`config.mk`:
```
export PLATFORM = sky130hd
export DESIGN_NAME = lfb_device_flat
export DESIGN_NICKNAME = d
export VERILOG_FILES = /design/src/logic/lfb_pkg.sv /design/src/logic/lfb_link_if.sv /design/src/logic/lfb_device.sv /design/src/flat_wrapper.sv
export SDC_FILE = /design/constraint.sdc
export NUM_CORES = 1
export LEC_CHECK = 0
export BUFFER_PORTS_ARGS = -buffer_cell sky130_fd_sc_hd__buf_2
export CAP_MARGIN = 20
export CORE_MARGIN = 2
export CORE_UTILIZATION = 56
export CTS_CLUSTER_SIZE = 8
export DETAILED_ROUTE_END_ITERATION = 8
export GPL_ROUTABILITY_DRIVEN = 0
export HOLD_SLACK_MARGIN = 0.08
export PLACE_DENSITY_LB_ADDON = 0.05
export SYNTH_ARGS = -nofsm -noshare
export SYNTH_HDL_FRONTEND = slang
export SYNTH_SLANG_ARGS = --single-unit
export TNS_END_PERCENT = 30
```
`constraint.sdc`:
```
create_clock -name clk_i -period 5.99 [get_ports clk_i]
set_input_delay 0.599 -clock clk_i [delete_from_list [all_inputs] [get_ports clk_i]]
set_output_delay 0.599 -clock clk_i [all_outputs]
set_load 0.005 [all_outputs]
```
`src/logic/lfb_pkg.sv`:
```
// Purpose: Shared constants for the pixel aperture path and its host end
// Assumes: Byte addresses, 32-bit data words
// Notes:   Register and field positions used by both ends
package lfb_pkg;

  // ****************************************
  // Address map
  // ****************************************
  localparam logic [31:0] APERTURE_OFFSET = 32'h0080_0000;
  localparam logic [31:0] APERTURE_SIZE   = 32'h0040_0000;
  localparam int          LINE_PIXELS     = 2048;
  localparam logic [31:0] REG_FMT_CTRL    = 32'h0000_0100;
  localparam logic [31:0] REG_PIPE_MODE   = 32'h0000_0104;
  localparam logic [31:0] REG_CONST_DA    = 32'h0000_0108;
  localparam logic [31:0] REG_FLUSH_CMD   = 32'h0000_010c;
  localparam logic [31:0] REG_STATUS      = 32'h0000_0110;

  // ****************************************
  // Field positions and reset values
  // ****************************************
  localparam int          FMT_CODE_LSB    = 0;
  localparam int          FMT_SWAP_BIT    = 11;
  localparam int          FMT_CHAN_LSB    = 9;
  localparam int          MODE_SCISSOR_BIT = 0;
  localparam int          MODE_YBOT_BIT   = 16;
  localparam int          FLUSH_STATS_BIT = 0;
  localparam int          STATUS_BUSY_BIT = 0;
  localparam logic [31:0] RST_FMT_CTRL    = 32'h0000_0000;
  localparam logic [31:0] RST_PIPE_MODE   = 32'h0000_0000;
  localparam logic [31:0] RST_CONST_DA    = 32'h0000_0000;

  // ****************************************
  // Write formats
  // ****************************************
  localparam logic [3:0] F_RGB565   = 4'h0;
  localparam logic [3:0] F_XRGB555  = 4'h1;
  localparam logic [3:0] F_ARGB1555 = 4'h2;
  localparam logic [3:0] F_RSVD3    = 4'h3;
  localparam logic [3:0] F_RGB888   = 4'h4;
  localparam logic [3:0] F_ARGB8888 = 4'h5;
  localparam logic [3:0] F_DEP_565  = 4'hc;
  localparam logic [3:0] F_DEP_555  = 4'hd;
  localparam logic [3:0] F_DEP_1555 = 4'he;
  localparam logic [3:0] F_DEP_DEP  = 4'hf;

  // ****************************************
  // Host command registers (Wishbone)
  // ****************************************
  localparam logic [3:0] HREG_ADDR   = 4'h0;
  localparam logic [3:0] HREG_DATA   = 4'h4;
  localparam logic [3:0] HREG_CTRL   = 4'h8;
  localparam logic [3:0] HREG_STATUS = 4'hc;
  localparam int         HCTRL_GO    = 0;
  localparam int         HCTRL_WRITE = 1;
  localparam int         HCTRL_IDLE  = 2;
  localparam int         HCTRL_BE_LSB = 4;
  localparam int         IDLE_READS  = 3;

endpackage

```
`src/logic/lfb_link_if.sv`:
```
// Purpose: Memory-access link between host end and device end
// Assumes: One clock; single request outstanding
// Notes:   Request held until ack pulse
interface lfb_link_if;
  logic        req;
  logic        we;
  logic [31:0] addr;
  logic [3:0]  be;
  logic [31:0] wdata;
  logic        ack;
  logic [31:0] rdata;

  modport host_end (output req, output we, output addr, output be, output wdata, input ack, input rdata);
  modport dev_end  (input req, input we, input addr, input be, input wdata, output ack, output rdata);
endinterface

```
`src/logic/lfb_device.sv`:
```
// Purpose: Pixel aperture decode, unpack and blocking read path
// Assumes: Inputs synchronous to clk_i; one request at a time
// Notes:   Lane 1 pixel sits at pix_x_o + 1 on the same line
module lfb_device import lfb_pkg::*; #(
  parameter logic [10:0] SCREEN_W = 11'd640,
  parameter logic [10:0] SCREEN_H = 11'd480
) (
  input  wire logic        clk_i,
  input  wire logic        rst_i,
  lfb_link_if.dev_end      link,
  input  wire logic [31:0] mem_base_config_i,
  input  wire logic        host_fifo_empty_i,
  input  wire logic        pipe_idle_i,
  input  wire logic [31:0] pix_rdata_i,
  input  wire logic        pix_rvalid_i,
  output logic [1:0]       pix_col_we_o,
  output logic [1:0]       pix_dep_we_o,
  output logic [3:0]       pix_be_o,
  output logic [10:0]      pix_x_o,
  output logic [10:0]      pix_y_o,
  output logic [31:0]      pix_color0_o,
  output logic [31:0]      pix_color1_o,
  output logic [15:0]      pix_depth0_o,
  output logic [15:0]      pix_depth1_o,
  output logic             pix_re_o,
  output logic             flush_o,
  output logic             stats_clear_o
);

  // ****************************************
  // Types and state
  // ****************************************
  typedef enum logic [3:0] {
    S_IDLE  = 4'b0001,
    S_DRAIN = 4'b0010,
    S_READ  = 4'b0100,
    S_ACK   = 4'b1000
  } state_e;

  state_e      state_r;
  logic [31:0] pixel_aperture_format_control;
  logic [31:0] pixel_pipeline_mode;
  logic [31:0] constant_depth_alpha;
  logic        flush_pend_r;
  logic        ack_r;
  logic [31:0] rdata_r;

  logic [31:0] off;
  logic        in_ap;
  logic [3:0]  fmt;
  logic        wide;
  logic        swap;
  logic [10:0] line;
  logic [10:0] col;
  logic [10:0] ypos;
  logic        clip0;
  logic        clip1;
  logic [15:0] lo_h;
  logic [15:0] hi_h;
  logic [1:0]  half_en;
  logic        drained;
  logic        busy;
  logic        take;

  // ****************************************
  // Pixel unpacking
  // ****************************************
  function automatic logic [31:0] unpack16(input logic [15:0] h, input logic [1:0] f, input logic [7:0] ca);
    logic [7:0] a;
    a = (f == 2'd3) ? {8{h[15]}} : ca;
    if (f == 2'd0) begin
      unpack16 = {a, h[15:11], h[15:13], h[10:5], h[10:9], h[4:0], h[4:2]};
    end else begin
      unpack16 = {a, h[14:10], h[14:12], h[9:5], h[9:7], h[4:0], h[4:2]};
    end
  endfunction

  // Written order to internal ARGB
  function automatic logic [31:0] reorder(input logic [31:0] p, input logic [3:0] ch);
    unique case (ch)
      4'h1:    reorder = {p[31:24], p[7:0], p[15:8], p[23:16]};
      4'h2:    reorder = {p[7:0], p[31:8]};
      4'h3:    reorder = {p[7:0], p[15:8], p[23:16], p[31:24]};
      default: reorder = p;
    endcase
  endfunction

  // ****************************************
  // Address decode
  // ****************************************
  assign off   = link.addr - mem_base_config_i - APERTURE_OFFSET;
  assign in_ap = (link.addr >= mem_base_config_i + APERTURE_OFFSET) && (off < APERTURE_SIZE);
  assign fmt   = pixel_aperture_format_control[FMT_CODE_LSB +: 4];
  assign wide  = (fmt == F_RGB888) || (fmt == F_ARGB8888) || (fmt == F_DEP_565) ||
                 (fmt == F_DEP_555) || (fmt == F_DEP_1555);
  assign swap  = pixel_aperture_format_control[FMT_SWAP_BIT];

  // Byte offset = line * bytes per line + column * bytes per pixel
  always_comb begin
    if (wide) begin
      line = {1'b0, off[21:12]};
      col  = {1'b0, off[11:2]};
    end else begin
      line = off[21:11];
      col  = {1'b0, off[10:1]};
    end
  end

  // Column of logical line never exceeds 1024 pixels
  assign ypos  = pixel_pipeline_mode[MODE_YBOT_BIT] ? SCREEN_H - 11'd1 - line : line;
  assign clip0 = pixel_pipeline_mode[MODE_SCISSOR_BIT] && ((col >= SCREEN_W) || (ypos >= SCREEN_H));
  assign clip1 = pixel_pipeline_mode[MODE_SCISSOR_BIT] && ((col + 11'd1 >= SCREEN_W) || (ypos >= SCREEN_H));
  assign lo_h    = swap ? link.wdata[31:16] : link.wdata[15:0];
  assign hi_h    = swap ? link.wdata[15:0] : link.wdata[31:16];
  assign half_en = swap ? {|link.be[1:0], |link.be[3:2]} : {|link.be[3:2], |link.be[1:0]};
  assign drained = host_fifo_empty_i && pipe_idle_i;
  assign busy    = flush_pend_r || !drained;
  assign take    = (state_r == S_IDLE) && link.req && !ack_r;

  // ****************************************
  // Registers
  // ****************************************
  always_ff @(posedge clk_i) begin
    if (rst_i) begin
      pixel_aperture_format_control <= RST_FMT_CTRL;
      pixel_pipeline_mode           <= RST_PIPE_MODE;
      constant_depth_alpha          <= RST_CONST_DA;
    end else if (take && link.we && !in_ap) begin
      if (link.addr - mem_base_config_i == REG_FMT_CTRL)
        pixel_aperture_format_control <= link.wdata;
      if (link.addr - mem_base_config_i == REG_PIPE_MODE)
        pixel_pipeline_mode <= link.wdata;
      if (link.addr - mem_base_config_i == REG_CONST_DA)
        constant_depth_alpha <= link.wdata;
    end
  end

  // Flush drains pending work; new request wins over completion
  always_ff @(posedge clk_i) begin
    if (rst_i) begin
      flush_pend_r  <= 1'b0;
      flush_o       <= 1'b0;
      stats_clear_o <= 1'b0;
    end else begin
      flush_o       <= 1'b0;
      stats_clear_o <= 1'b0;
      if (take && link.we && !in_ap && (link.addr - mem_base_config_i == REG_FLUSH_CMD)) begin
        flush_pend_r  <= 1'b1;
        flush_o       <= 1'b1;
        stats_clear_o <= link.wdata[FLUSH_STATS_BIT];
      end else if (drained && !flush_o) begin
        flush_pend_r <= 1'b0;
      end
    end
  end

  // ****************************************
  // Pixel write lanes
  // ****************************************
  always_ff @(posedge clk_i) begin
    if (rst_i) begin
      pix_col_we_o <= 2'b00;
      pix_dep_we_o <= 2'b00;
      pix_be_o     <= 4'h0;
      pix_x_o      <= 11'd0;
      pix_y_o      <= 11'd0;
      pix_color0_o <= 32'h0000_0000;
      pix_color1_o <= 32'h0000_0000;
      pix_depth0_o <= 16'h0000;
      pix_depth1_o <= 16'h0000;
    end else begin
      pix_col_we_o <= 2'b00;
      pix_dep_we_o <= 2'b00;
      if (take && in_ap) begin
        pix_x_o      <= col;
        pix_y_o      <= ypos;
        pix_be_o     <= link.be;
        pix_depth0_o <= constant_depth_alpha[15:0];
        pix_depth1_o <= constant_depth_alpha[15:0];
      end
      if (take && in_ap && link.we) begin
        unique case (fmt)
          F_RGB565, F_XRGB555, F_ARGB1555, F_RSVD3: begin
            pix_color0_o <= reorder(unpack16(lo_h, fmt[1:0], constant_depth_alpha[31:24]),
                                    pixel_aperture_format_control[FMT_CHAN_LSB +: 4]);
            pix_color1_o <= reorder(unpack16(hi_h, fmt[1:0], constant_depth_alpha[31:24]),
                                    pixel_aperture_format_control[FMT_CHAN_LSB +: 4]);
            pix_col_we_o <= {half_en[1] && !clip1, half_en[0] && !clip0};
            pix_dep_we_o <= {half_en[1] && !clip1, half_en[0] && !clip0};
          end
          F_RGB888, F_ARGB8888: begin
            pix_color0_o <= reorder(link.wdata, pixel_aperture_format_control[FMT_CHAN_LSB +: 4]);
            pix_col_we_o <= {1'b0, (|link.be) && !clip0};
            pix_dep_we_o <= {1'b0, (|link.be) && !clip0};
          end
          F_DEP_565, F_DEP_555, F_DEP_1555: begin
            pix_color0_o <= reorder(unpack16(lo_h, fmt[1:0], constant_depth_alpha[31:24]),
                                    pixel_aperture_format_control[FMT_CHAN_LSB +: 4]);
            pix_depth0_o <= hi_h;
            pix_col_we_o <= {1'b0, half_en[0] && !clip0};
            pix_dep_we_o <= {1'b0, half_en[1] && !clip0};
          end
          F_DEP_DEP: begin
            pix_depth0_o <= lo_h;
            pix_depth1_o <= hi_h;
            pix_dep_we_o <= {half_en[1] && !clip1, half_en[0] && !clip0};
          end
          default: begin
            pix_col_we_o <= 2'b00; // Codes 6 to b write nothing
          end
        endcase
      end
    end
  end

  // ****************************************
  // Request sequencing
  // ****************************************
  // Aperture reads stall the link until the host FIFO and pipeline drain; no timeout by design
  always_ff @(posedge clk_i) begin
    if (rst_i) begin
      state_r  <= S_IDLE;
      ack_r    <= 1'b0;
      rdata_r  <= 32'h0000_0000;
      pix_re_o <= 1'b0;
    end else begin
      ack_r    <= 1'b0;
      pix_re_o <= 1'b0;
      unique case (state_r)
        S_IDLE: if (take) begin
          if (in_ap && !link.we) begin
            state_r <= S_DRAIN;
          end else begin
            ack_r   <= 1'b1;
            rdata_r <= (!link.we && (link.addr - mem_base_config_i == REG_STATUS)) ?
                       {31'd0, busy} : 32'h0000_0000;
            state_r <= S_ACK;
          end
        end
        S_DRAIN: if (drained && !flush_pend_r) begin
          pix_re_o <= 1'b1;
          state_r  <= S_READ;
        end
        S_READ: if (pix_rvalid_i) begin
          rdata_r <= pix_rdata_i;
          ack_r   <= 1'b1;
          state_r <= S_ACK;
        end
        S_ACK: state_r <= S_IDLE;
      endcase
    end
  end

  assign link.ack   = ack_r;
  assign link.rdata = rdata_r;

endmodule // lfb_device

```
`src/flat_wrapper.sv`:
```
// flat-port wrapper written by rule: the top's interface ports become plain ports
module lfb_device_flat import lfb_pkg::*;
#(
  parameter logic [10:0] SCREEN_W = 11'd640,
  parameter logic [10:0] SCREEN_H = 11'd480
)
  (clk_i, rst_i, mem_base_config_i, host_fifo_empty_i, pipe_idle_i, pix_rdata_i, pix_rvalid_i, pix_col_we_o, pix_dep_we_o, pix_be_o, pix_x_o, pix_y_o, pix_color0_o, pix_color1_o, pix_depth0_o, pix_depth1_o, pix_re_o, flush_o, stats_clear_o, link_req, link_we, link_addr, link_be, link_wdata, link_ack, link_rdata);
  lfb_link_if link_i ();
  input  wire logic clk_i;
  input  wire logic rst_i;
  input  wire logic [31:0] mem_base_config_i;
  input  wire logic host_fifo_empty_i;
  input  wire logic pipe_idle_i;
  input  wire logic [31:0] pix_rdata_i;
  input  wire logic pix_rvalid_i;
  output logic [1:0] pix_col_we_o;
  output logic [1:0] pix_dep_we_o;
  output logic [3:0] pix_be_o;
  output logic [10:0] pix_x_o;
  output logic [10:0] pix_y_o;
  output logic [31:0] pix_color0_o;
  output logic [31:0] pix_color1_o;
  output logic [15:0] pix_depth0_o;
  output logic [15:0] pix_depth1_o;
  output logic pix_re_o;
  output logic flush_o;
  output logic stats_clear_o;
  input wire logic [$bits(link_i.req)-1:0] link_req;
  input wire logic [$bits(link_i.we)-1:0] link_we;
  input wire logic [$bits(link_i.addr)-1:0] link_addr;
  input wire logic [$bits(link_i.be)-1:0] link_be;
  input wire logic [$bits(link_i.wdata)-1:0] link_wdata;
  output wire logic [$bits(link_i.ack)-1:0] link_ack;
  output wire logic [$bits(link_i.rdata)-1:0] link_rdata;
  assign link_i.req = link_req;
  assign link_i.we = link_we;
  assign link_i.addr = link_addr;
  assign link_i.be = link_be;
  assign link_i.wdata = link_wdata;
  assign link_ack = link_i.ack;
  assign link_rdata = link_i.rdata;
  lfb_device #(.SCREEN_W(SCREEN_W), .SCREEN_H(SCREEN_H)) u_core (.clk_i(clk_i), .rst_i(rst_i), .link(link_i), .mem_base_config_i(mem_base_config_i), .host_fifo_empty_i(host_fifo_empty_i), .pipe_idle_i(pipe_idle_i), .pix_rdata_i(pix_rdata_i), .pix_rvalid_i(pix_rvalid_i), .pix_col_we_o(pix_col_we_o), .pix_dep_we_o(pix_dep_we_o), .pix_be_o(pix_be_o), .pix_x_o(pix_x_o), .pix_y_o(pix_y_o), .pix_color0_o(pix_color0_o), .pix_color1_o(pix_color1_o), .pix_depth0_o(pix_depth0_o), .pix_depth1_o(pix_depth1_o), .pix_re_o(pix_re_o), .flush_o(flush_o), .stats_clear_o(stats_clear_o));
endmodule
```
* Yosys cells after proc, flatten, opt, wreduce, memory -nomap -nowiden
Cells that the tools add are included.
** Storage, ports and cells
- Register bits after elaboration :: 229
- Word-level logic and storage cells :: 155
** Cells by class
- Add/subtract/negate cells :: 5
- $lt $le $gt $ge :: 5
- Equality and inequality tests :: 26
- Multiplexer cells :: 40
- Bitwise logic cells :: 3
- Reductions and logical operators :: 57
** Operators by type and width (count)
- 32-bit case mux with 3 select lines :: 3
- 32-bit by 9-bit equality test with 1-bit output, second input constant :: 5
- 32-bit case mux with 2 select lines :: 2
- 16-bit two-way mux :: 7
- 32-bit two-way mux :: 3
- 24-bit two-way mux :: 2
- 32-bit by 24-bit adder with 32-bit output, second input constant :: 1
- 32-bit greater-or-equal comparator :: 1
- 32-bit by 23-bit < comparator with 1-bit output, second input constant :: 1
- 16-bit case mux with 2 select lines :: 1
- 32-bit by 24-bit subtractor with 32-bit output, second input constant :: 1
- 32-bit subtractor :: 1
- 11-bit two-way mux :: 2
- 4-bit by 2-bit equality test with 1-bit output, second input constant :: 5
- 4-bit equality test, second input constant :: 5
- 1-bit logical AND :: 19
- 4-bit two-way mux :: 4
- 8-bit two-way mux :: 2
- 4-bit case mux with 4 select lines :: 1
- 4-bit by 1-bit equality test with 1-bit output, second input constant :: 3
- 4-bit by 3-bit equality test with 1-bit output, second input constant :: 3
- 2-bit case mux with 3 select lines :: 2
- 2-bit OR reduction :: 6
- 10-bit by 1-bit adder with 11-bit output, second input constant :: 1
- 24 further kinds :: 55

* Depth between registers and ports, before layout
Gate-level depths: netlist (run 1).
- Word-level depth :: 14
- Mapped depth :: 20
- Mapped depth without buffers :: 20

* Worst setup path after synthesis (run 1)
Ideal clock, no wire load.
- Path kind :: input port to flip-flop
- From :: input port link_addr[0]
- To :: register u_core.pix_color1_o[16]
- Arrival :: 4395 ps
- Path slack :: 1467 ps
- Cell stages on the path :: 17
- Cells stage by stage :: inv_1 ha_1 fa_1 nand2b_1 a21oi_1 o211ai_2 a311oi_1 nor4_1 or2_2 ha_1 o311ai_0 a211oi_1 and4_1 clkbuf_1 buf_2 mux2i_1 nor2_1
** On the way
- Longest elaborated chain between the ends :: 7
- Elaborated cells between the ends (all ways) :: 8
- Those cells by class :: add/sub: 2; order compare: 2; reduce/logical: 4
** RTL lines
- start: declaration :: line flat_wrapper.sv:30 : input wire logic [$bits(link_i.addr)-1:0] link_addr;
- 32-bit subtractor :: line lfb_device.sv:91 : assign off = link.addr - mem_base_config_i - APERTURE_OFFSET;
- 32-bit by 24-bit subtractor with 32-bit output :: line lfb_device.sv:91
- 32-bit by 23-bit < comparator with 1-bit output :: line lfb_device.sv:92 : assign in_ap = (link.addr >= mem_base_config_i + APERTURE_OFFSET) && (off < APERTURE_SIZE);
- 1-bit logical AND (*) :: line lfb_device.sv:92
- 1-bit logical AND (*) (2 in series) :: line lfb_device.sv:181 : if (take && in_ap && link.we) begin
- 2-bit AND reduction (no line) (*)
- end signal: assignment :: line lfb_device.sv:186 : pix_color1_o <= reorder(unpack16(hi_h, fmt[1:0], constant_depth_alpha[31:24]),
- end: declaration :: line lfb_device.sv:22 : output logic [31:0] pix_color1_o,
Every way passes the cells marked *; elsewhere a longest branch is shown, timed or not.
A chain may end at the register's enable or synchronous reset.

* Worst setup path in the final report (run 1)
- From :: input port link_addr[0]
- To :: register u_core.pix_col_we_o[1]
** On the way
- Longest elaborated chain between the ends :: 11
- Elaborated cells between the ends (all ways) :: 21
- Those cells by class :: add/sub: 4; order compare: 4; mux: 4; bitwise: 1; reduce/logical: 8
** RTL lines
- 32-bit subtractor :: line lfb_device.sv:91
- 32-bit by 24-bit subtractor with 32-bit output :: line lfb_device.sv:91
- 11-bit two-way mux :: line lfb_device.sv:100 : if (wide) begin
- 9-bit by 11-bit subtractor with 11-bit output :: line lfb_device.sv:110 : assign ypos = pixel_pipeline_mode[MODE_YBOT_BIT] ? SCREEN_H - 11'd1 - line : line;
- 11-bit two-way mux :: line lfb_device.sv:110
- 11-bit by 9-bit greater-or-equal comparator with 1-bit output :: line lfb_device.sv:112 : assign clip1 = pixel_pipeline_mode[MODE_SCISSOR_BIT] && ((col + 11'd1 >= SCREEN_W) || (ypos >= SCREEN_H));
- 1-bit logical OR :: line lfb_device.sv:112
- 1-bit logical AND :: line lfb_device.sv:112
- 1-bit logical NOT :: line lfb_device.sv:188 : pix_col_we_o <= {half_en[1] && !clip1, half_en[0] && !clip0};
- 1-bit logical AND :: line lfb_device.sv:188
- 2-bit case mux with 3 select lines :: line lfb_device.sv:182 : unique case (fmt)
- end signal: assignment :: line lfb_device.sv:188
- end signal: assignment :: line lfb_device.sv:193 : pix_col_we_o <= {1'b0, (|link.be) && !clip0};
- end signal: assignment :: line lfb_device.sv:200 : pix_col_we_o <= {1'b0, half_en[0] && !clip0};
- end: declaration :: line lfb_device.sv:16 : output logic [1:0] pix_col_we_o,
Several ways; a longest one is shown, not always the timed one.

==> results_tabular.tex, run 1 <==
\begin{tabular}{lr}
\hline
Metric & Value \\
\hline
\multicolumn{2}{l}{\textbf{Yosys}} \\
\quad Async SR Flop Fraction & 0\% \\
\quad Number of nets in the synthesized netlist & 2109 \\
\quad Post-synth top cells & 344 x nand2\_1, 206 x a21oi\_1, 200 x dfxtp\_1, 195 x nor2\_1, 161 x mux2i\_1 \\
\quad Predominant post-synthesis flop cell & dfxtp\_1 \\
\quad Count of synthesis-stage warnings from yosys & 0 \\
\quad Dominant cell type by area after synthesis & dfxtp\_1 \\
\quad Number of enable-type register cells in the synthesized netlist & 0 \\
\quad Leading post-synthesis cells by cell area & dfxtp\_1 28\%, mux2i\_1 11\%, nand2\_1 9.1\% \\
\quad Flip-flop and latch count after synthesis & 200 \\
\quad Most common cell in the synthesized netlist & nand2\_1 \\
\quad Post-synthesis cell count & 1926 \\
\quad Area share of the largest cell type after synthesis & 28.19\% \\
\quad Avg Inst Size Synth & 7.375 µm² \\
\quad Syn Std Cell Area & between 10000 and 15000 µm² \\
\quad Number of distinct library cell variants in the gate-level netlist after synthesis & 93 \\
\quad Part of the Yosys area used for sequential elements & 28.19\% \\
\multicolumn{2}{l}{\textbf{Power and ir drop}} \\
\quad Net switching power of the design & $\sim$1.1 mW \\
\quad Internal power & 2.160 mW \\
\quad Sequential share of power & 41.0\% \\
\quad Clock Power Share & 38.7\% \\
\quad Total power density per cell area & 199.5 nW/µm² \\
\quad Net switching share of the total power & 33.62\% \\
\quad Static power due to leakage & 7.025 nW \\
\quad Combinational share of power & roughly a fifth \\
\quad Worst IR Drop VDD & 0.1671 mV \\
\multicolumn{2}{l}{\textbf{Clock tree}} \\
\quad TritonCTS clock tree & yes \\
\quad Largest buffer count on any clock path & 2 \\
\quad Clock slew at the register clock pins of the worst setup and hold paths & 0.09 ns \\
\quad Cts bufs inserted & 17 \\
\quad Worst skew pair latency & 0.45 ns \\
\quad Number of buffers inserted to repair setup after CTS & 0 \\
\quad Clock Tree Root & clkbuf\_16 \\
\quad Number of hold-repair buffers added at the cts stage & 0 \\
\quad CTS resizes & 0 \\
\quad H-Tree Level Count & 4 \\
\quad Number of clock sinks seen by CTS & 200 \\
\multicolumn{2}{l}{\textbf{STA}} \\
\quad Worst slew pin tran & around 1.1 ns \\
\quad Final hold viol count & 0 \\
\quad Count of final setup violators & 0 \\
\quad Worst slew slack as a fraction of its limit & 25.82\% \\
\quad Final TNS setup & 0 ns \\
\quad Max-slew violation count & 0 \\
\quad Final Skew & 0.01962 ns \\
\quad Worst hold slack & 0.3795 ns \\
\quad Time the final worst path needs with I/O delays and setup & 4.913 ns \\
\quad RSZ-0062 raised after global routing & false \\
\quad Final period utilization & 82.02\% \\
\quad Maximum clock rate & between 200 and 250 MHz \\
\multicolumn{2}{l}{\textbf{Finish}} \\
\quad Post-Layout Cell Count & 2464 \\
\quad Fraction of final layout cells sized beyond drive strength 1 & 19.39\% \\
\quad \# nets final & 2300 \\
\quad Growth of design area from synthesis to finish & 14.81\% \\
\multicolumn{2}{l}{\textbf{Min path}} \\
\quad Number of cells traversed by the worst hold path & 3 \\
\quad Worst hold endpoint & u\_core.link.rdata[15]\$\_SDFFE\_PP0P\_ \\
\quad Class of the worst hold path & in -> reg \\
\quad Startpoint of the worst hold path & pix\_rdata\_i[15] \\
\multicolumn{2}{l}{\textbf{Place}} \\
\quad Port Buf Inserts & $\sim$300 \\
\quad Post-DP HPWL & roughly 35000 µm \\
\quad Number of cells in the design after placement & 2427 \\
\multicolumn{2}{l}{\textbf{Floorplan}} \\
\quad Number of primary I/O pins & 301 \\
\quad Core area & 25040 µm² \\
\quad Overall die area & approximately 27000 µm² \\
\quad Vert. Die Dim & 163.3 µm \\
\quad Effective utilization at floorplan & between 50\% and 60\% \\
\quad Row count & 58 \\
\quad Overall die width & roughly 160 µm \\
\multicolumn{2}{l}{\textbf{GRT}} \\
\quad Pin count of the biggest net entering global routing & 105 \\
\quad Total routing usage reported by global routing & 34.69\% \\
\quad Number of antenna violations at the first check in global routing & 5 \\
\quad Global-route wire length before repair & 73640 µm \\
\quad Vias in the first global route & 13410 \\
\quad GR Overflow Total & 0 \\
\multicolumn{2}{l}{\textbf{Detailed routing}} \\
\quad DR iter-0 viols & 1911 \\
\quad Remaining design rule violation count & 0 \\
\quad ANT nets after route & 0 \\
\quad Average detailed-routed wire length per instance & 19.34 µm \\
\quad Routed Wire Length & 47640 µm \\
\quad Vias & 15200 \\
\quad Routed via count divided by cell count & 6.168 \\
\quad Number of iterations in the first detailed-routing pass & 7 \\
\multicolumn{2}{l}{\textbf{Worst setup path}} \\
\quad Worst R2R Path Depth & 15 \\
\quad Register-to-Register Setup Slack & 2.02 ns \\
\quad Reg2reg start & u\_core.pixel\_aperture\_format\_control[3]\$\_SDFFE\_PP0P\_ \\
\quad Category of the worst setup path launch point & primary input \\
\quad Endpoint type of the worst setup path & flop \\
\quad Maximum fanout along the worst path & 10 \\
\quad Worst Path Required & 6.30 ns \\
\quad Startpoint-to-endpoint class of the critical path & in -> reg \\
\quad Reg2reg end & u\_core.pix\_col\_we\_o[1]\$\_SDFF\_PP0\_ \\
\quad Critical path arrival & 5.22 ns \\
\multicolumn{2}{l}{\textbf{Outcome}} \\
\quad Status & completed \\
\multicolumn{2}{l}{\textbf{Job}} \\
\quad MaxCap Viol Count & 0 \\
\hline
\end{tabular}
## power by group through the flow
stage | clock (mW) | sequential, mW | combinational, mW
4_1_cts | 1.27 | 1.33 | 0.639
3_3_place_gp | 0 | 1.37 | 0.627
3_5_place_dp | 0 | 1.37 | 0.634
5_1_grt | 1.32 | 1.33 | 0.715
6_report | 1.26 | 1.33 | 0.661
2_1_floorplan | 0 | 1.36 | 0.449
## through the flow
stage | setup WS (ns) | area (µm²) | power, mW | utilization [%]
floorplan | 1.467 | 14200 | 1.814 | -
global placement | 0.9597 | 15620 | 1.992 | 62.39
detailed placement | 0.7408 | 15620 | 2.000 | 62.39
CTS | 1.209 | 16270 | 3.241 | 64.98
global route | 0.5797 | 16300 | 3.374 | 65.12
finish | 1.077 | 16310 | 3.254 | 65.13
## final cells by class
class                      count  area [µm²]
clock inverter                15       224.0
tap                          330       412.9
antenna                        4       10.01
multi-input combinational   1522        9300
timing repair buffer         321        1722
sequential                   200        4006
fill                        2314        8730
clock buffer                  17       425.4
inverter                      55       206.4
## placed cells by master (no fill, tap or decap), types with 7 or more instances in the layout
cell type and n:
o21a_1 9, o21bai_1 7, nor4_1 14, and2_1 14
a31oi_1 7, dfxtp_1 198, xnor2_1 22, a311o_1 10
nand2_1 344, and3_1 11, buf_2 298, inv_1 53
clkbuf_16 17, xor2_1 11, nand4_1 19, nand3_1 28
a2111oi_0 8, o21ai_0 127, nand2b_1 15, a211oi_1 41
a21o_1 23, o211ai_1 22, mux2i_1 161, buf_4 19
mux2_2 8, nor2_1 193, a211o_1 9, nor3_1 36
a21oi_1 206, ha_1 43
## flip-flops by register name, summed over array words and instances, names as in the netlist, 2 cells and up
name,cells
u_core.pix_dep_we_o,2
u_core.pixel_pipeline_mode,2
u_core.pixel_aperture_format_control,8
u_core.pix_y_o,11
u_core.pix_depth1_o,16
u_core.state_r,4
u_core.link.rdata,32
u_core.constant_depth_alpha,24
u_core.pix_color0_o,32
u_core.pix_x_o,10
u_core.pix_col_we_o,2
u_core.pix_color1_o,32
u_core.pix_be_o,4
u_core.pix_depth0_o,16
## cells by family (layout without fill, tap and decap cells)
logic type | after synthesis | count (layout) | synth area share (%)
and+or+nand+nor | 732 | 732 | 23.04
AOI/OAI and AO/OA | 540 | 540 | 23.82
buffers and inverters | 204 | 408 | 6.510
DFF | 200 | 200 | 28.19
muxes | 172 | 172 | 12.46
adders and majority gates | 44 | 44 | 3.929
xor gates and xnor gates | 33 | 33 | 2.035
other | 1 | 5 | 0.02640
## layer usage
layer	GRT usage, %	vias up	share of wire (%)	wire (µm)
met5	0	-	0.027	13
met4	14.00	2	4.0	1926
met3	7.212	143	11	5238
met2	50.25	869	41	19510
met1	49.97	6966	44	20950
li1	-	7219	-	-
## critical path, stage by stage
cell	delay, ns
buf_2	0.08
inv_1	0.03
ha_1	0.21
fa_1	0.43
nand2b_1	0.19
a21oi_1	0.44
o21a_1	0.26
nor4_1	0.07
nor4b_2	0.80
nand2_1	0.11
nand2_1	0.12
ha_1	0.18
nand2_1	0.09
a211oi_1	0.29
a22oi_1	0.12
nand3_1	0.16
a211oi_1	0.09
a311oi_1	0.36
a211oi_1	0.09
a41oi_1	0.37
nor3_1	0.12
## worst max path at each step
| stage | slack (ns) | from | endpoint | depth (start not counted) |
|---|---|---|---|---|
| after floorplan | 1.47 | link_addr[0] | u_core.pix_color1_o[16]$_SDFFE_PP0P_ | 17 |
| after global placement | 0.96 | link_addr[0] | u_core.pix_y_o[10]$_SDFFE_PP0N_ | 17 |
| final | 1.08 | link_addr[0] | u_core.pix_col_we_o[1]$_SDFF_PP0_ | 21 |
| after CTS | 1.21 | link_addr[0] | u_core.pix_col_we_o[1]$_SDFF_PP0_ | 21 |
| after global routing | 0.58 | link_addr[0] | u_core.pix_col_we_o[0]$_SDFF_PP0_ | 21 |
| after detailed placement | 0.74 | link_addr[0] | u_core.pix_col_we_o[1]$_SDFF_PP0_ | 21 |
(Power assumes the default switching activity.)
==> run 2, diff against run 1 <==
==> constraint.sdc (replaced) <==
create_clock -name clk_i -period 5 [get_ports clk_i]
set_input_delay 0.5 -clock clk_i [delete_from_list [all_inputs] [get_ports clk_i]]
set_output_delay 0.5 -clock clk_i [all_outputs]
set_load 0.005 [all_outputs]
==> results_tabular.tex, run 2 (synthesis gave the netlist of run 1 again) <==
\begin{tabular}{lr}
\hline
Metric & Value \\
\hline
\multicolumn{2}{l}{\textbf{Finish}} \\
\quad Seq. cell area & 4006 µm² (unchanged) \\
\quad Fraction of final layout cells sized beyond drive strength 1 & 19.85\% (was 19.39\%) \\
\quad \# nets final & 2311 (was 2300) \\
\quad Growth of design area from synthesis to finish & 15.65\% (was 14.81\%) \\
\quad Combined area of the multi-input logic cells & 9306 µm² (was 9300 µm²) \\
\quad Leading cell type in the layout, fill and taps excluded & nand2\_1 (unchanged) \\
\quad Number of fill cells & 2325 (was 2314) \\
\quad Post-Layout Inst Area & 16430 µm² (was 16310 µm²) \\
\quad Final core utilization & 65.61\% (was 65.13\%) \\
\quad Leading cell types in the layout, fill and taps excluded & 344 x nand2\_1, 298 x buf\_2, 206 x a21oi\_1 (unchanged) \\
\quad Post-Layout Cell Count & 2475 (was 2464) \\
\multicolumn{2}{l}{\textbf{GRT}} \\
\quad GR Overflow Total & 0 (unchanged) \\
\quad Total routing usage reported by global routing & 34.63\% (was 34.69\%) \\
\quad Vias in the first global route & 13350 (was 13410) \\
\quad Pin count of the biggest net entering global routing & 75 (was 105) \\
\quad Global-route wire length before repair & 72990 µm (was 73640 µm) \\
\quad Number of antenna violations at the first check in global routing & 5 (unchanged) \\
\multicolumn{2}{l}{\textbf{Power and ir drop}} \\
\quad Net switching power of the design & 1.319 mW (was 1.094 mW) \\
\quad Worst IR Drop VDD & 0.2379 mV (was 0.1671 mV) \\
\quad Net switching share of the total power & 33.71\% (was 33.62\%) \\
\quad Clock Power Share & 38.7\% (about the same) \\
\quad Total power density per cell area & 238.1 nW/µm² (was 199.5 nW/µm²) \\
\quad Sequential share of power & 40.9\% (was 41.0\%) \\
\quad Static power due to leakage & 7.090 nW (was 7.025 nW) \\
\quad Combinational share of power & 20.4\% (was 20.3\%) \\
\quad Total Power & 3.912 mW (was 3.254 mW) \\
\quad Internal power & 2.593 mW (was 2.160 mW) \\
\multicolumn{2}{l}{\textbf{Place}} \\
\quad Port Buf Inserts & 299 (unchanged) \\
\quad Placement Cell Area & 15740 µm² (was 15620 µm²) \\
\quad Post-DP HPWL & 35970 µm (was 35230 µm) \\
\quad Number of cells in the design after placement & 2438 (was 2427) \\
\quad Pre-CTS worst setup slack & -0.08603 ns (was 0.7408 ns) \\
\multicolumn{2}{l}{\textbf{Job}} \\
\quad MaxCap Viol Count & 0 (unchanged) \\
\multicolumn{2}{l}{\textbf{Floorplan}} \\
\quad Overall die area & 26650 µm² (unchanged) \\
\quad Number of primary I/O pins & 301 (unchanged) \\
\quad Row count & 58 (unchanged) \\
\quad Vert. Die Dim & 163.3 µm (unchanged) \\
\quad Overall die width & 163.3 µm (unchanged) \\
\quad Core area & 25040 µm² (unchanged) \\
\quad Effective utilization at floorplan & 56.73\% (unchanged) \\
\multicolumn{2}{l}{\textbf{Detailed routing}} \\
\quad DR iter-0 viols & 2029 (was 1911) \\
\quad ANT nets after route & 0 (unchanged) \\
\quad Vias & 15160 (was 15200) \\
\quad Average detailed-routed wire length per instance & 19.22 µm (was 19.34 µm) \\
\quad Remaining design rule violation count & 0 (unchanged) \\
\quad Routed Wire Length & 47580 µm (was 47640 µm) \\
\quad Number of iterations in the first detailed-routing pass & 6 (was 7) \\
\quad Routed via count divided by cell count & 6.126 (was 6.168) \\
\multicolumn{2}{l}{\textbf{STA}} \\
\quad Final period utilization & 94.75\% \\
\quad Worst slew slack as a fraction of its limit & 31.48\% (was 25.82\%) \\
\quad Worst hold slack & 0.2763 ns (was 0.3795 ns) \\
\quad Final Skew & 0.01476 ns (was 0.01962 ns) \\
\quad Max-slew violation count & 0 (unchanged) \\
\quad Final TNS setup & 0 ns (unchanged) \\
\quad RSZ-0062 raised after global routing & false (unchanged) \\
\quad Time the final worst path needs with I/O delays and setup & 4.737 ns \\
\quad Maximum clock rate & 211.1 MHz \\
\quad Final hold viol count & 0 (unchanged) \\
\quad Least setup slack across all paths after layout & 0.2627 ns (was 1.077 ns) \\
\quad Count of final setup violators & 0 (unchanged) \\
\quad Worst slew pin tran & 1.025 ns (was 1.111 ns) \\
\multicolumn{2}{l}{\textbf{Worst setup path}} \\
\quad Maximum fanout along the worst path & 6 (was 10) \\
\quad Startpoint-to-endpoint class of the critical path & in -> reg (unchanged) \\
\quad Critical path arrival & 5.05 ns (was 5.22 ns) \\
\quad Category of the worst setup path launch point & primary input (unchanged) \\
\quad Worst Path Required & 5.31 ns (was 6.30 ns) \\
\quad Endpoint type of the worst setup path & flop (unchanged) \\
\multicolumn{2}{l}{\textbf{Clock tree}} \\
\quad Largest buffer count on any clock path & 2 (unchanged) \\
\quad Number of clock sinks seen by CTS & 200 (unchanged) \\
\quad Clock Tree Root & clkbuf\_16 (unchanged) \\
\quad Clock slew at the register clock pins of the worst setup and hold paths & 0.09 ns (about the same) \\
\quad TritonCTS clock tree & yes (unchanged) \\
\quad Cts bufs inserted & 17 (unchanged) \\
\quad Worst skew pair latency & 0.45 ns (about the same) \\
\quad H-Tree Level Count & 4 (unchanged) \\
\multicolumn{2}{l}{\textbf{Min path}} \\
\quad Class of the worst hold path & in -> reg (unchanged) \\
\multicolumn{2}{l}{\textbf{Outcome}} \\
\quad Status & completed (unchanged) \\
\hline
\end{tabular}
[run 2: cell count changes in the layout (fill, tap and decap cells not counted), sizes merged]
cell,before,now
buf,321,332
clkinv,9,7
inv,61,63
[run 2: routing by layer]
metal	GRT usage, %	part of all wire (%)	up-vias
li1	-	-	7208
met5	0	0.027	-
met1	48.36	42	6916
met3	8.050	12	124
met2	51.78	42	912
met4	13.03	3.6	2
[run 2: worst max-delay path, stage by stage]
cell and delay [ns]:
buf_2 0.08, inv_1 0.04, ha_1 0.22, fa_1 0.43, nand2b_1 0.19, a21oi_1 0.44, o21a_1 0.27, a21o_1 0.18
mux2i_1 0.10, a21oi_1 0.24, inv_1 0.13, ha_1 0.26, nand2_1 0.15, nor2_1 0.08, a22oi_1 0.20, nand3_1 0.19
a211oi_1 0.31, a311oi_2 0.11, a211oi_1 0.24, a41oi_1 0.24, nor3_1 0.47
[run 2: cell type report]
cell class	instances	share of cell area (%)
Clock buffer	17	2.590
Sequential cell	200	24.39
Timing Repair Buffer	332	11.18
Clock inverter	15	1.356
Tap cell	330	2.514
Inverter	55	1.257
Antenna cell	4	0.06093
Multi-Input combinational cell	1522	56.65
[run 2: worst paths after layout]
kind / from / end / slack (ns) / depth (start not counted)
max: link_addr[0] / u_core.pix_dep_we_o[0]$_SDFF_PP0_ / 0.26 / 21
max reg2reg: u_core.pixel_aperture_format_control[3]$_SDFFE_PP0P_ / u_core.pix_dep_we_o[0]$_SDFF_PP0_ / 0.95 / 18
min: pix_rdata_i[16] / u_core.link.rdata[16]$_SDFFE_PP0P_ / 0.28 / 3
min reg2reg: u_core.pix_depth1_o[3]$_SDFF_PP0_ / u_core.pix_depth1_o[3]$_SDFF_PP0_ / 0.45 / 2
[run 2: power groups by stage]
stage	logic [mW]	clock network (mW)	registers, mW
detailed placement	0.764	0	1.64
finish	0.798	1.52	1.60
global placement	0.757	0	1.64
global route	0.860	1.59	1.60
CTS	0.769	1.53	1.60
floorplan	0.538	0	1.63
[run 2: repair_timing]
| item | 4_1_cts | 5_1_grt |
|---|---|---|
| hold endpoints to repair | 0 | 0 |
| hold buffers | 0 | 0 |
| gates resized for setup | 0 | 1 |
| setup endpoints to repair | 0 | 4 |
| setup buffers | 0 | 0 |
